===== config.mk =====
export PLATFORM = sky130hd
export DESIGN_NAME = serial_port_clock_polarity_select
export DESIGN_NICKNAME = d
export VERILOG_FILES = /design/src/common/spclk_pkg.sv /design/src/verilog/serial_port_clock_polarity_select.sv
export SDC_FILE = /design/constraint.sdc
export NUM_CORES = 1
export LEC_CHECK = 0
export CAP_MARGIN = 20
export CORE_MARGIN = 5
export CORE_UTILIZATION = 51
export DETAILED_ROUTE_END_ITERATION = 8
export DONT_BUFFER_PORTS = 1
export GPL_TIMING_DRIVEN = 0
export PLACE_DENSITY = 0.66
export SLEW_MARGIN = 20
export SYNTH_ARGS = -nofsm -noshare
export SYNTH_HDL_FRONTEND = slang
export SYNTH_SLANG_ARGS = --single-unit

===== constraint.sdc =====
create_clock -name clk -period 3.1 [get_ports clk]
set_clock_uncertainty 0.1 [all_clocks]
set_input_delay 0.155 -clock clk [delete_from_list [all_inputs] [get_ports clk]]
set_output_delay 0.155 -clock clk [all_outputs]
set_load 0.03 [all_outputs]

===== src/common/spclk_pkg.sv =====
// package: register map, field positions and types for the serial port clock/polarity block
package spclk_pkg;
  // register byte addresses
  localparam logic [7:0] PIN_CONTROL_ADDR  = 8'h00;
  localparam logic [7:0] RATE_GEN_ADDR     = 8'h04;
  localparam logic [7:0] LOOP_CTRL_ADDR    = 8'h08;
  localparam logic [7:0] STATUS_ADDR       = 8'h0c;
  // pin_control field positions
  localparam int RX_CLOCK_POL_BIT  = 0;
  localparam int TX_CLOCK_POL_BIT  = 1;
  localparam int RX_FSYNC_POL_BIT  = 2;
  localparam int TX_FSYNC_POL_BIT  = 3;
  localparam int GEN_INPUT_MODE_BIT = 7;
  localparam int RX_CLOCK_MODE_BIT = 8;
  localparam int TX_CLOCK_MODE_BIT = 9;
  // writable bits of pin_control; reserved positions stay zero
  localparam logic [31:0] PIN_CONTROL_MASK = 32'h0000_038f;
  localparam logic [31:0] PIN_CONTROL_RESET = 32'h0000_0000;
  // rate generator register fields
  localparam int GEN_CLOCK_SELECT_BIT = 29;
  localparam int DIVIDER_WIDTH        = 8;
  localparam logic [31:0] RATE_GEN_MASK  = 32'h2000_00ff;
  // reset: internal clock, divider 1 so the generated clock runs at half rate
  localparam logic [31:0] RATE_GEN_RESET = 32'h2000_0001;
  // pin group on the link side
  typedef struct packed {
    logic rxClockPin;
    logic txClockPin;
    logic extClockSourcePin;
    logic rxFsyncPin;
    logic txFsyncPin;
  } link_in_t;
  typedef enum logic [1:0] {
    SRC_EXT = 2'b00,
    SRC_INT = 2'b01,
    SRC_RX  = 2'b10,
    SRC_TX  = 2'b11
  } gen_src_t;
endpackage


===== src/verilog/serial_port_clock_polarity_select.sv =====
// serial port clock source, divider and pin polarity control behind an APB slave
//
// Behaviour
// - loopback on and rx clock mode 1: rx clock pin outputs transmit clock.
// - loopback off and rx clock mode 1: rx clock pin outputs generated clock.
// - generated clock frequency equals selected input divided by divider plus one.
// - after reset generator uses internal clock and runs at half rate.
// - input mode 0: select 0 takes external source pin, 1 internal clock.
// - input mode 1: select 0 takes rx clock pin, 1 tx clock pin.
// - reserved pin control bits read zero and writes to them do nothing.
// - bit 3 sets transmit frame-sync polarity, 1 meaning active low.
// - bit 2 sets receive frame-sync polarity, 1 meaning active low.
// - bit 1 chooses rising or falling transmit clock edge for transmit data.
//
// Chosen here: the APB slave port and the register addresses.
`timescale 1ns/1ps
`default_nettype none
module serial_port_clock_polarity_select #(
  parameter int DIV_W = 8
) (
  input  wire logic                  clk,
  input  wire logic                  rst,
  input  wire logic                  psel,
  input  wire logic                  penable,
  input  wire logic                  pwrite,
  input  wire logic [7:0]            paddr,
  input  wire logic [31:0]           pwdata,
  output logic                       pready,
  output logic [31:0]                prdata,
  output logic                       pslverr,
  input  wire spclk_pkg::link_in_t   linkIn,
  input  wire logic                  rxData,
  output logic                       generatedClock,
  output logic                       txClockOut,
  output logic                       rxClockOut,
  output logic                       rxClockOe,
  output logic                       txFsyncActive,
  output logic                       rxFsyncActive,
  output logic                       txLaunch,
  output logic                       rxSampled
);
  logic [31:0]      pinControl;
  logic [31:0]      rateGen;
  logic             loopbackEnable;
  logic [DIV_W-1:0] divCount;
  logic             srcPrev;
  logic             txPrev;
  logic             rxPrev;
  // bus decode
  wire access   = psel & penable;
  wire wrPin    = access & pwrite & (paddr == spclk_pkg::PIN_CONTROL_ADDR);
  wire wrRate   = access & pwrite & (paddr == spclk_pkg::RATE_GEN_ADDR);
  wire wrLoop   = access & pwrite & (paddr == spclk_pkg::LOOP_CTRL_ADDR);
  wire mapped   = (paddr == spclk_pkg::PIN_CONTROL_ADDR) | (paddr == spclk_pkg::RATE_GEN_ADDR)
                | (paddr == spclk_pkg::LOOP_CTRL_ADDR) | (paddr == spclk_pkg::STATUS_ADDR);
  // control fields
  wire inputMode  = pinControl[spclk_pkg::GEN_INPUT_MODE_BIT];
  wire clockSel   = rateGen[spclk_pkg::GEN_CLOCK_SELECT_BIT];
  wire rxClkMode  = pinControl[spclk_pkg::RX_CLOCK_MODE_BIT];
  wire txClkMode  = pinControl[spclk_pkg::TX_CLOCK_MODE_BIT];
  wire [DIV_W-1:0] divider = rateGen[DIV_W-1:0];
  // polarity fields, named for the checks below
  wire txFsPol    = pinControl[spclk_pkg::TX_FSYNC_POL_BIT];
  wire rxFsPol    = pinControl[spclk_pkg::RX_FSYNC_POL_BIT];
  wire txClkPol   = pinControl[spclk_pkg::TX_CLOCK_POL_BIT];
  wire rxClkPol   = pinControl[spclk_pkg::RX_CLOCK_POL_BIT];
  // generator source select
  wire spclk_pkg::gen_src_t srcSel = spclk_pkg::gen_src_t'({inputMode, clockSel});
  wire srcLevel = (srcSel == spclk_pkg::SRC_EXT) ? linkIn.extClockSourcePin :
                  (srcSel == spclk_pkg::SRC_RX)  ? linkIn.rxClockPin :
                  (srcSel == spclk_pkg::SRC_TX)  ? linkIn.txClockPin : 1'b1;
  // one tick per input half period: internal input clock is clk/2, so it ticks every
  // cycle, and a pin source ticks on both of its edges; output period is divider+1 inputs
  wire srcTick  = (srcSel == spclk_pkg::SRC_INT) | (srcLevel ^ srcPrev);
  wire divWrap  = (divCount >= divider);
  // transmit clock: generator when driven internally, else the pin
  wire txClock  = txClkMode ? generatedClock : linkIn.txClockPin;
  wire next_rxClock = loopbackEnable ? txClock : generatedClock;
  // edge detection for data timing
  wire txRise = txClock & ~txPrev;
  wire txFall = ~txClock & txPrev;
  wire rxPin  = rxClockOe ? rxClockOut : linkIn.rxClockPin;
  wire rxRise = rxPin & ~rxPrev;
  wire rxFall = ~rxPin & rxPrev;
  wire rxEdge = pinControl[spclk_pkg::RX_CLOCK_POL_BIT] ? rxRise : rxFall;
  wire txEdge = pinControl[spclk_pkg::TX_CLOCK_POL_BIT] ? txFall : txRise;
  wire [31:0] status = {30'h0000_0000, generatedClock, rxClockOe};
  wire [31:0] readMux = (paddr == spclk_pkg::PIN_CONTROL_ADDR) ? pinControl :
                        (paddr == spclk_pkg::RATE_GEN_ADDR)    ? rateGen :
                        (paddr == spclk_pkg::LOOP_CTRL_ADDR)   ? {31'h0000_0000, loopbackEnable} :
                        (paddr == spclk_pkg::STATUS_ADDR)      ? status : 32'h0000_0000;
  // registers, reserved bits masked off
  always_ff @(posedge clk or posedge rst) begin
    if (rst) begin
      pinControl     <= spclk_pkg::PIN_CONTROL_RESET;
      rateGen        <= spclk_pkg::RATE_GEN_RESET;
      loopbackEnable <= 1'b0;
    end else begin
      if (wrPin)
        pinControl <= pwdata & spclk_pkg::PIN_CONTROL_MASK;
      if (wrRate)
        rateGen <= pwdata & spclk_pkg::RATE_GEN_MASK;
      if (wrLoop)
        loopbackEnable <= pwdata[0];
    end
  end
  // apb answer: zero wait states
  always_ff @(posedge clk or posedge rst) begin
    if (rst) begin
      pready  <= 1'b0;
      prdata  <= 32'h0000_0000;
      pslverr <= 1'b0;
    end else begin
      pready  <= psel & ~penable;
      prdata  <= readMux;
      pslverr <= psel & ~penable & ~mapped;
    end
  end
  // divider: generated clock toggles every divider+1 source ticks
  always_ff @(posedge clk or posedge rst) begin
    if (rst) begin
      divCount       <= '0;
      generatedClock <= 1'b0;
      srcPrev        <= 1'b0;
    end else begin
      srcPrev <= srcLevel;
      if (srcTick) begin
        if (divWrap) begin
          divCount       <= '0;
          generatedClock <= ~generatedClock;
        end else begin
          divCount <= divCount + 1'b1;
        end
      end
    end
  end
  // pin drive, polarity and data timing strobes
  always_ff @(posedge clk or posedge rst) begin
    if (rst) begin
      txClockOut    <= 1'b0;
      rxClockOut    <= 1'b0;
      rxClockOe     <= 1'b0;
      txFsyncActive <= 1'b0;
      rxFsyncActive <= 1'b0;
      txPrev        <= 1'b0;
      rxPrev        <= 1'b0;
      txLaunch      <= 1'b0;
      rxSampled     <= 1'b0;
    end else begin
      txClockOut    <= generatedClock;
      rxClockOut    <= next_rxClock;
      rxClockOe     <= rxClkMode;
      txFsyncActive <= linkIn.txFsyncPin ^ pinControl[spclk_pkg::TX_FSYNC_POL_BIT];
      rxFsyncActive <= linkIn.rxFsyncPin ^ pinControl[spclk_pkg::RX_FSYNC_POL_BIT];
      txPrev        <= txClock;
      rxPrev        <= rxPin;
      txLaunch      <= txEdge;
      if (rxEdge)
        rxSampled <= rxData;
    end
  end
  // checks
  property p_rx_loop;
    @(posedge clk) disable iff (rst)
      (rxClkMode && loopbackEnable) |=> (rxClockOe && rxClockOut == $past(txClock));
  endproperty
  a_rx_loop: assert property (p_rx_loop) else $error("rx clock not tx clock in loopback");
  property p_rx_gen;
    @(posedge clk) disable iff (rst)
      (rxClkMode && !loopbackEnable) |=> (rxClockOe && rxClockOut == $past(generatedClock));
  endproperty
  a_rx_gen: assert property (p_rx_gen) else $error("rx clock not generated clock");
  property p_div;
    @(posedge clk) disable iff (rst)
      (srcTick && !divWrap) |=> $stable(generatedClock);
  endproperty
  a_div: assert property (p_div) else $error("generated clock toggled early");
  property p_half;
    @(posedge clk) disable iff (rst)
      (srcSel == spclk_pkg::SRC_INT && divider == DIV_W'(1) && divCount == DIV_W'(1) && !wrRate)
        |=> (generatedClock != $past(generatedClock)) ##1 $stable(generatedClock);
  endproperty
  a_half: assert property (p_half) else $error("half rate divide wrong");
  property p_src_ext;
    @(posedge clk) disable iff (rst)
      (!inputMode && !clockSel) |-> (srcLevel == linkIn.extClockSourcePin);
  endproperty
  a_src_ext: assert property (p_src_ext) else $error("external source not selected");
  property p_src_pin;
    @(posedge clk) disable iff (rst)
      inputMode |-> (srcLevel == (clockSel ? linkIn.txClockPin : linkIn.rxClockPin));
  endproperty
  a_src_pin: assert property (p_src_pin) else $error("pin source wrong");
  property p_reserved;
    @(posedge clk) disable iff (rst)
      wrPin |=> ((pinControl & ~spclk_pkg::PIN_CONTROL_MASK) == 32'h0000_0000);
  endproperty
  a_reserved: assert property (p_reserved) else $error("reserved bit set");
  property p_tx_fs;
    @(posedge clk) disable iff (rst)
      1'b1 |=> (txFsyncActive == ($past(linkIn.txFsyncPin) ^ $past(txFsPol)));
  endproperty
  a_tx_fs: assert property (p_tx_fs) else $error("tx frame sync polarity wrong");
  property p_rx_fs;
    @(posedge clk) disable iff (rst)
      1'b1 |=> (rxFsyncActive == ($past(linkIn.rxFsyncPin) ^ $past(rxFsPol)));
  endproperty
  a_rx_fs: assert property (p_rx_fs) else $error("rx frame sync polarity wrong");
  property p_tx_edge;
    @(posedge clk) disable iff (rst)
      (txRise && !txClkPol) |=> txLaunch;
  endproperty
  a_tx_edge: assert property (p_tx_edge) else $error("tx edge missed");
  property p_rx_fall;
    @(posedge clk) disable iff (rst)
      (rxFall && !rxClkPol) |=> (rxSampled == $past(rxData));
  endproperty
  a_rx_fall: assert property (p_rx_fall) else $error("rx not sampled on fall");
  property p_rx_rise;
    @(posedge clk) disable iff (rst)
      (rxRise && rxClkPol) |=> (rxSampled == $past(rxData));
  endproperty
  a_rx_rise: assert property (p_rx_rise) else $error("rx not sampled on rise");
endmodule
`default_nettype wire


After elaboration in Yosys (flattened, before gate mapping)
Cells that the tools add are included.
{ "word_totals": {"reg_bits": 68, "out_inout_bits": 42, "inputBits": 51, "word_cells": 67} }
{ "classes": {"reduce_logical": 3, "n_mux": 13, "n_lt_le_gt_ge": 1, "addsub": 1, "n_eq_ne": 6, "bitwise_logic": 25} }
{ "op_table": {"columns": ["op", "count"], "rows": [
  ["two-way mux 30 bit", 2],
  ["== test 8 x 4 -> 1 bit, second input constant", 2],
  ["AND 1 bit", 11],
  ["adder 8 x 1 -> 8 bit, second input constant", 1],
  ["== test 8 x 3 -> 1 bit, second input constant", 1],
  ["greater-or-equal comparator 8 bit", 1],
  ["logical NOT 8 bit", 1],
  ["two-way mux 1 bit", 8],
  ["two-way mux 8 bit", 1],
  ["inverter 1 bit", 7],
  ["== test 2 bit, second input constant", 2],
  ["two-way mux 2 bit", 2],
  ["bitwise OR 1 bit", 4],
  ["XOR 1 bit", 3],
  ["== test 2 x 1 -> 1 bit, second input constant", 1],
  ["logical NOT 2 bit", 1],
  ["AND reduction 2 bit", 1]
]} }

Depth between registers and ports, before layout
Gate-level depths: netlist of the first run.
{ "depth": {"depth_word": 7, "depth_mapped": 7} }

Least setup slack after synthesis of the first run
No wires, ideal clock.
{ "synth_timing": {"kind": "register to register", "startpoint": "reg divCount[2]", "endpoint": "reg divCount[0]", "n_path_buf": 0, "arrival_ns": 1.986, "stages_incl_launch_ff": 7, "setup_time_ns": 0.066, "period_less_slack_ns": 2.152, "slack_ns": 0.948, "required_ns": 2.934, "path_cell_list": "dfrtp_1 > ha_1 > a211oi_1 > o21ai_0 > a41oi_1 > nor2b_1 > mux2_2"} }
{ "synth_via": {"elab_chain_len": 2} }
{ "synth_lines": {"columns": ["item", "line_no", "source"], "rows": [
  ["start: declaration", "serial_port_clock_polarity_select.sv:45", "logic [DIV_W-1:0] divCount;"],
  ["start signal: assignment", "serial_port_clock_polarity_select.sv:132", "divCount <= divCount + 1'b1;"],
  ["greater-or-equal comparator 8 bit", "serial_port_clock_polarity_select.sv:75", "wire divWrap = (divCount >= divider);"],
  ["two-way mux 8 bit", "serial_port_clock_polarity_select.sv:128", "if (divWrap) begin"]
]} }
No other way between the ends.
A chain may end at the register's enable or synchronous reset.

Worst setup path in the final report of the first run
Same ends and word-level chain as after synthesis.

==> results of run 1 <==
## cells by family (layout without fill, tap and decap cells)
family,Yosys count,count (layout),share of synthesized area
compound gates,27,27,0.0780
xor+xnor,6,6,0.0218
fa+ha+maj,9,9,0.0468
buf+inv,37,72,0.0936
flops,49,49,0.510
mux,27,27,0.127
other cells,1,21,0.00156
simple gates,54,54,0.121
## registers in the layout, indices dropped and copies added, names as in the netlist, 7 cells and up
signal / cells
rateGen: 9
prdata: 11
pinControl: 7
divCount: 8
## Yosys cell counts (all sizes together), types with 2 or more instances
master	instances
dfrtp	47
nor2	17
nor2b	3
nand3	5
nand2	8
buf	22
nor3	7
or3	3
clkbuf	2
inv	13
xnor2	3
a22o	6
mux2i	8
a21o	4
ha	9
and3	5
mux2	18
or2	3
a21oi	5
o21ai	6
xor2	3
a211oi	2
dfstp	2
## final timing paths
check,start,to,slack [ns],cells past startpoint
setup / recovery,divCount[2],divCount[0],0.47,6
hold / removal,rxData,rxSampled,0.07,2
setup reg to reg,divCount[2],divCount[0],0.47,6
hold reg to reg,pinControl[8],rxClockOe,0.31,0
max in group asynchronous,rst,rateGen[0],2.16,3
min in group asynchronous,rst,pready,0.18,2
## layout make-up
class	count	share of cell area
buffer	24	0.0606
clock buffer	7	0.0262
clock inverter	1	0.00172
inverter	13	0.0168
multi-input combinational	144	0.353
sequential	49	0.422
tap	54	0.0232
timing repair buffer	27	0.0963
## cells in the final DEF, fill, tap and decap left out, types with 2 or more instances in the layout
master	n
sky130_fd_sc_hd__mux2_2	18
sky130_fd_sc_hd__nor3_1	5
sky130_fd_sc_hd__dlygate4sd3_1	26
sky130_fd_sc_hd__nand3_1	5
sky130_fd_sc_hd__nor2_1	17
sky130_fd_sc_hd__mux2i_1	8
sky130_fd_sc_hd__xor2_1	3
sky130_fd_sc_hd__or2_2	2
sky130_fd_sc_hd__dfstp_2	2
sky130_fd_sc_hd__clkbuf_8	5
sky130_fd_sc_hd__a21oi_1	5
sky130_fd_sc_hd__nor3_4	2
sky130_fd_sc_hd__nand2_1	8
sky130_fd_sc_hd__clkbuf_1	4
sky130_fd_sc_hd__o21ai_0	6
sky130_fd_sc_hd__dfrtp_1	47
sky130_fd_sc_hd__xnor2_1	3
sky130_fd_sc_hd__conb_1	21
sky130_fd_sc_hd__a211oi_1	2
sky130_fd_sc_hd__a21o_1	4
sky130_fd_sc_hd__nor2b_1	3
sky130_fd_sc_hd__inv_1	12
sky130_fd_sc_hd__ha_1	9
sky130_fd_sc_hd__and3_1	4
sky130_fd_sc_hd__a22o_1	6
sky130_fd_sc_hd__buf_4	21
sky130_fd_sc_hd__or3_1	3
## per-layer routing
layer,routed length [um],vias to the layer above,GRT usage
li1,-,788,-
met5,0,-,0
met4,61,0,0.0524
met2,2360,37,0.285
met1,1920,769,0.190
met3,266,6,0.0442
## power breakdown
part	switching, mW	total (mW)	internal (mW)	leakage (nW)
clock	0.204	0.362	0.159	0.0422
sequential	0.0852	0.756	0.671	0.652
combinational	0.0936	0.171	0.0773	0.758
## metrics by stage
stage	setup WS [ns]	area, um2	cells	hold slack [ns]
final	0.472	2910	319	0.0722
after global routing	0.156	2910	319	0.0731
after CTS	0.454	2910	319	0.0380
after detailed placement	0.481	2570	285	-0.0533
after global placement	0.492	2550	284	0.137
after floorplan	0.948	2480	230	0.128
## timing repair
action,4_1_cts,5_1_grt
setup buffers,0,0
hold buffers,26,0
endpoints found under the hold margin,76,0
==> metrics list, run 1 <==
- FF+latch area: 0.00123 mm2
- CTS tree: done
- Counting both buffers and inverters, the worst setup path holds a total of 0.
- Worst IR Drop VDD: 260 uV
- The repair_antennas step left the layout with diodes totalling 0.
- Total setup violations reported at the end of the flow: 0
- The H-tree was split into 2 levels.
- Fill cells in the final layout number 404.
- For this run, the share of the core covered by cells in the final layout is 0.625.
- The multi-input combinational cells in the finished layout cover a total of 0.00103 mm2.
- Number of synthesized flops with an enable pin: 0
- The worst hold path belongs to the class in -> reg.
- Proportion of layout cells with a drive suffix above 1: 0.219
- Total clock buffers created by CTS: 5
* Synthesis-to-finish area growth: 20.9%
- DR pass1 iterations: 4
* Count of final hold-check violations: 0
- Gates resized during post-CTS repair numbered 0.
* Port Buffers: 0
* Total routing resource utilization after global routing: 0.162
- The most used flip-flop cell after synthesis is sky130_fd_sc_hd__dfrtp_1.
- The worst setup path is launched from a register.
* Number of max-cap violations: 0
- Gate Count Post-Synth: 210
- Max clock buf depth: 2
- Counting flops and latches in the post-synthesis netlist gives 49.
* DPL Wire Length: 3.38 mm
* Top cell family by delay on the critical path: compound AO/OA/AOI/OAI gates
- Starting DRT DRC Count: 49
* Detailed-route via count: 1600
- Effective utilization at floorplan: 0.517
* Worst-path clk slew: 0.09 ns
- Static timing analysis puts the maximum clock frequency at 0.381 GHz.
- Number of global-route vias before repair: 1678
- In this run the worst path has a maximum fanout of 8.
* Crit end category: register
- Period utilization: 0.848
- In this run the tightest slew margin relative to its limit is 0.519.
- Post-Route Setup TNS: 0 ns
* Total wire length: 4.61 mm
- Pwr dens: 443 mW/mm2
* Leakage dissipation: 1.45 nW
* Least-Margin Pin Slew: 0.713 ns
- In this run the core area contains 25 standard-cell rows.
- The die is 78.7 um wide.
- Async SR Flop Fraction: 1.00
* Post-synthesis average cell area: 11.5 um2
* Cell type of the slowest stage on the worst timing path: sky130_fd_sc_hd__a41oi_1
- For this run the aggregate overflow at the end of global routing stands at 0.
- Sequence of cells on the critical path: ha_1 -> a211oi_1 -> o21ai_0 -> a41oi_1 -> nor2b_1 -> mux2_2
* RSZ-0062 raised after global routing: no
- Num ports: 93
- After detailed routing, the number of vias per cell comes to 5.02.
- Power comes to 1.29 mW.
- Routed wire length per instance: 14.4 um
- Distinct cells, synth: 36
* Number of antenna-violating nets in the routed design: 0
- CP peak stage delay: 0.63 ns
* Netlist area before placement: 0.00241 mm2
- At the worst endpoint, the required time is 3.24 ns.
- Clk Latency, worst-skew pair: 0.30 ns
* Share of Yosys cell area claimed by the top area cell type: 0.489
- Post-layout nets: 324
* Run status: completed
- STA puts the critical path data arrival time at 2.77 ns.
* Top cells by area in the synthesized netlist: sky130_fd_sc_hd__dfrtp_1 49%, sky130_fd_sc_hd__mux2_2 8.4%, sky130_fd_sc_hd__buf_4 6.5%, sky130_fd_sc_hd__ha_1 4.7%, sky130_fd_sc_hd__mux2i_1 3.3%
- Total count of max-transition violations in the final report: 0
* Worst Setup Path Type: reg -> reg
* Number of antenna violations at the first check in global routing: 0
- The biggest area contributor in the post-synthesis netlist is sky130_fd_sc_hd__dfrtp_1.
* Area of the core: 0.00466 mm2
- At the end of routability-driven placement, the weighted congestion stood at 0.706.
* Post-detailed-route DRC marker count: 0
* Die Y: 78.7 um
- Clock root buffer master: sky130_fd_sc_hd__clkbuf_8
* Part of the Yosys area used for sequential elements: 0.510
- Total die area: 0.00619 mm2
- # clock sinks: 49
- Largest net degree at the start of global routing: 33
* Post-route minimum period: 2.63 ns
- Wire length of the first global-routing pass: 7.80 mm
- Yosys printed 0 warnings.
(Power assumes the default switching activity.)
==> run 2: changes to the inputs <==
--- a/config.mk
+++ b/config.mk
@@ -11,7 +11,7 @@
 export DETAILED_ROUTE_END_ITERATION = 8
 export DONT_BUFFER_PORTS = 1
 export GPL_TIMING_DRIVEN = 0
-export PLACE_DENSITY = 0.66
+export PLACE_DENSITY = 0.69
 export SLEW_MARGIN = 20
 export SYNTH_ARGS = -nofsm -noshare
 export SYNTH_HDL_FRONTEND = slang
==> constraint.sdc (replaced) <==
create_clock -name clk -period 2.4 [get_ports clk]
set_clock_uncertainty 0.1 [all_clocks]
set_input_delay 0.12 -clock clk [delete_from_list [all_inputs] [get_ports clk]]
set_output_delay 0.12 -clock clk [all_outputs]
set_load 0.03 [all_outputs]
==> run 2 against run 1 <==
Effect of this change:
- maximum frequency rose by 20%
- clock power rose by 70%
- routed wire length rose by 5.7%
- core utilization rose by 1.4 points
- first-iteration DRC count rose to 2.6 times the previous value
- die area did not move
==> metrics list, run 2 (synthesis gave the netlist of run 1 again) <==
* Worst-path clk slew: 0.09 ns
* CP peak stage delay: 0.44 ns
* Placed Instance Area: 0.00257 mm2
* Number of antenna-violating nets in the routed design: 0
* Register containing the most flip-flops in the final layout: prdata
- Derived from the worst setup path, the maximum achievable clock frequency is 0.457 GHz.
- Post-layout nets: 325
- Cell count of the worst hold path: 2
* Top cell family by delay on the critical path: compound AO/OA/AOI/OAI gates
- The worst hold path terminates at rxSampled.
- Worst setup path startpoint: divCount[2]
- Die Y: 78.7 um
* Critical path arrival: 2.33 ns
- The initial antenna violation count came to 0.
- Last weighted congestion value of the routability-driven placer: 0.792
* Number of global-route vias before repair: 1605
- Cell type of the slowest stage on the worst timing path: sky130_fd_sc_hd__dfrtp_1
* RSZ-0062 raised after global routing: no
- The number of antenna diodes in the final layout is 0.
- Setup violations remaining at the end of the flow were counted as 0.
* Port Buffers: 0
* Critical path startpoint category: register
- Min Hold Slack: 0.0346 ns
* Standard-cell rows: 25
- Maximum fanout along the worst path: 8
- Starting DRT DRC Count: 126
- DPL Wire Length: 3.47 mm
* Flip-flop count of the largest register, all copies and words added: 11
- DR pass1 iterations: 4
- # clock sinks: 49
- Leading cell types in the layout, fill and taps excluded: 47 x sky130_fd_sc_hd__dfrtp_1, 27 x sky130_fd_sc_hd__dlygate4sd3_1, 21 x sky130_fd_sc_hd__buf_4, 21 x sky130_fd_sc_hd__conb_1, 18 x sky130_fd_sc_hd__mux2_2
- In this run the count of I/O pins placed on the die edge is 93.
- For the worst-skew pair, the clock arrives at the later sink with an insertion delay of 0.30 ns.
- Critical register-to-register path endpoint: divCount[0]
* Number of max-cap violations: 0
- Non-filler instance count after layout: 320
- Grt ovf: 0
- CTS tree: done
- Sequence of cells on the critical path: ha_1 -> a211oi_1 -> o21ai_0 -> a41oi_2 -> nor2b_4 -> mux2_2
* Worst min-delay path category: in -> reg
- Routed wire length per instance: 15.2 um
- The initial utilization of the core area, before any placement, comes to 0.517.
- At the pin with the least slew margin, the transition time is 0.592 ns.
* Reg2reg path depth: 6
- Counting buffers and inverters, the worst setup path is 6 cells deep.
* Leakage dissipation: 1.47 nW
- Design area: 0.00298 mm2
- Worst Setup Path Type: reg -> reg
- For this design the ratio of total power to cell area is 610 mW/mm2.
- In the global route stage, overall resource usage came out at 0.169.
- Worst IR Drop VDD: 241 uV
* Hold path startpoint: rxData
- The clock passes through at most 2 buffers.
- Post-detailed-route DRC marker count: 0
- The detailed router placed 1637 vias in this run.
* Total clock buffers created by CTS: 5
- In the finished design, the share of the clock period the worst path needs comes to 0.911.
- After detailed placement, the design holds a cell count of 285.
- Run status: completed
- The final number of max-transition violations was 0.
* Worst-case register-to-register setup slack: 0.21 ns
* Clock root buffer master: sky130_fd_sc_hd__clkbuf_8
- Buf/Inv on CP: 0
- The floorplan step set the die width to 78.7 um.
- Crit end category: register
- The largest registers in the layout are prdata (11), rateGen (9), divCount (8).
- In the final layout, the share of cells above drive strength 1 is 0.233.
- Total die area: 0.00619 mm2
- Largest net degree at the start of global routing: 30
- The library cell used most frequently in the layout, excluding fill and tap cells, is sky130_fd_sc_hd__dfrtp_1.
- Post-route minimum period: 2.19 ns
* Wire length of the first global-routing pass: 8.07 mm
* H-tree lvl count: 2
* Area of the core: 0.00466 mm2
- Prior to clock tree synthesis, the placed netlist has a worst setup slack of -0.216 ns.
* Data required time at the worst endpoint: 2.54 ns
* Count of final hold-check violations: 0
* Synthesis-to-finish area growth: 23.6%
- After clock tree synthesis, the setup repair step added 0 buffers.
* Max_slew headroom: 0.605
- Post-Route Setup TNS: 0 ns
* Setup WS post-layout: 0.214 ns
- In this run the critical register-to-register path is launched from divCount[2].
- DR vias/cell: 5.12
* Total wire length: 4.87 mm
run 2: worst max-delay path by stage:
stage	to	slack, ns
after floorplan	divCount[0]	0.25
after CTS	divCount[0]	0.06
final	divCount[0]	0.21
after global placement	divCount[0]	-0.21
after global routing	divCount[0]	0.02
after detailed placement	divCount[0]	-0.22
run 2: through the flow:
stage / power (mW) / utilization
4_1_cts: 1.83 / 0.637
3_5_place_dp: 1.18 / 0.551
6_report: 1.82 / 0.638
3_3_place_gp: 1.17 / 0.547
5_1_grt: 1.90 / 0.638
2_1_floorplan: 1.14 / -
run 2: cell type report:
| type | instances | area [um2] |
|---|---|---|
| plain buffers | 24 | 176 |
| fillers | 355 | 1690 |
| inverters | 13 | 48.8 |
| clock inverters | 2 | 37.5 |
| well taps | 54 | 67.6 |
| repair buffers | 28 | 290 |
| flip-flops and latches | 49 | 1230 |
| clock buffers | 6 | 82.6 |
| multi-input cells | 144 | 1040 |
run 2: metal layers:
| metal | up-vias | track usage | routed length [um] |
|---|---|---|---|
| li1 | 795 | - | - |
| met1 | 796 | 0.211 | 2050 |
| met2 | 41 | 0.287 | 2500 |
| met3 | 5 | 0.0465 | 272 |
| met4 | 0 | 0.0472 | 49 |
| met5 | - | 0 | 0 |
run 2: where the power goes:
group	total (mW)	leakage [nW]	switching, mW	internal [mW]
registers	0.973	0.652	0.107	0.867
logic	0.228	0.760	0.125	0.102
clock network	0.614	0.0574	0.275	0.339
total	1.82	1.47	0.508	1.31
run 2: what timing repair did:
item,CTS,global route
setup endpoints to repair,7,7
resized for setup,2,1
pin swaps,0,1
endpoints found under the hold margin,50,0
hold buffers,27,0
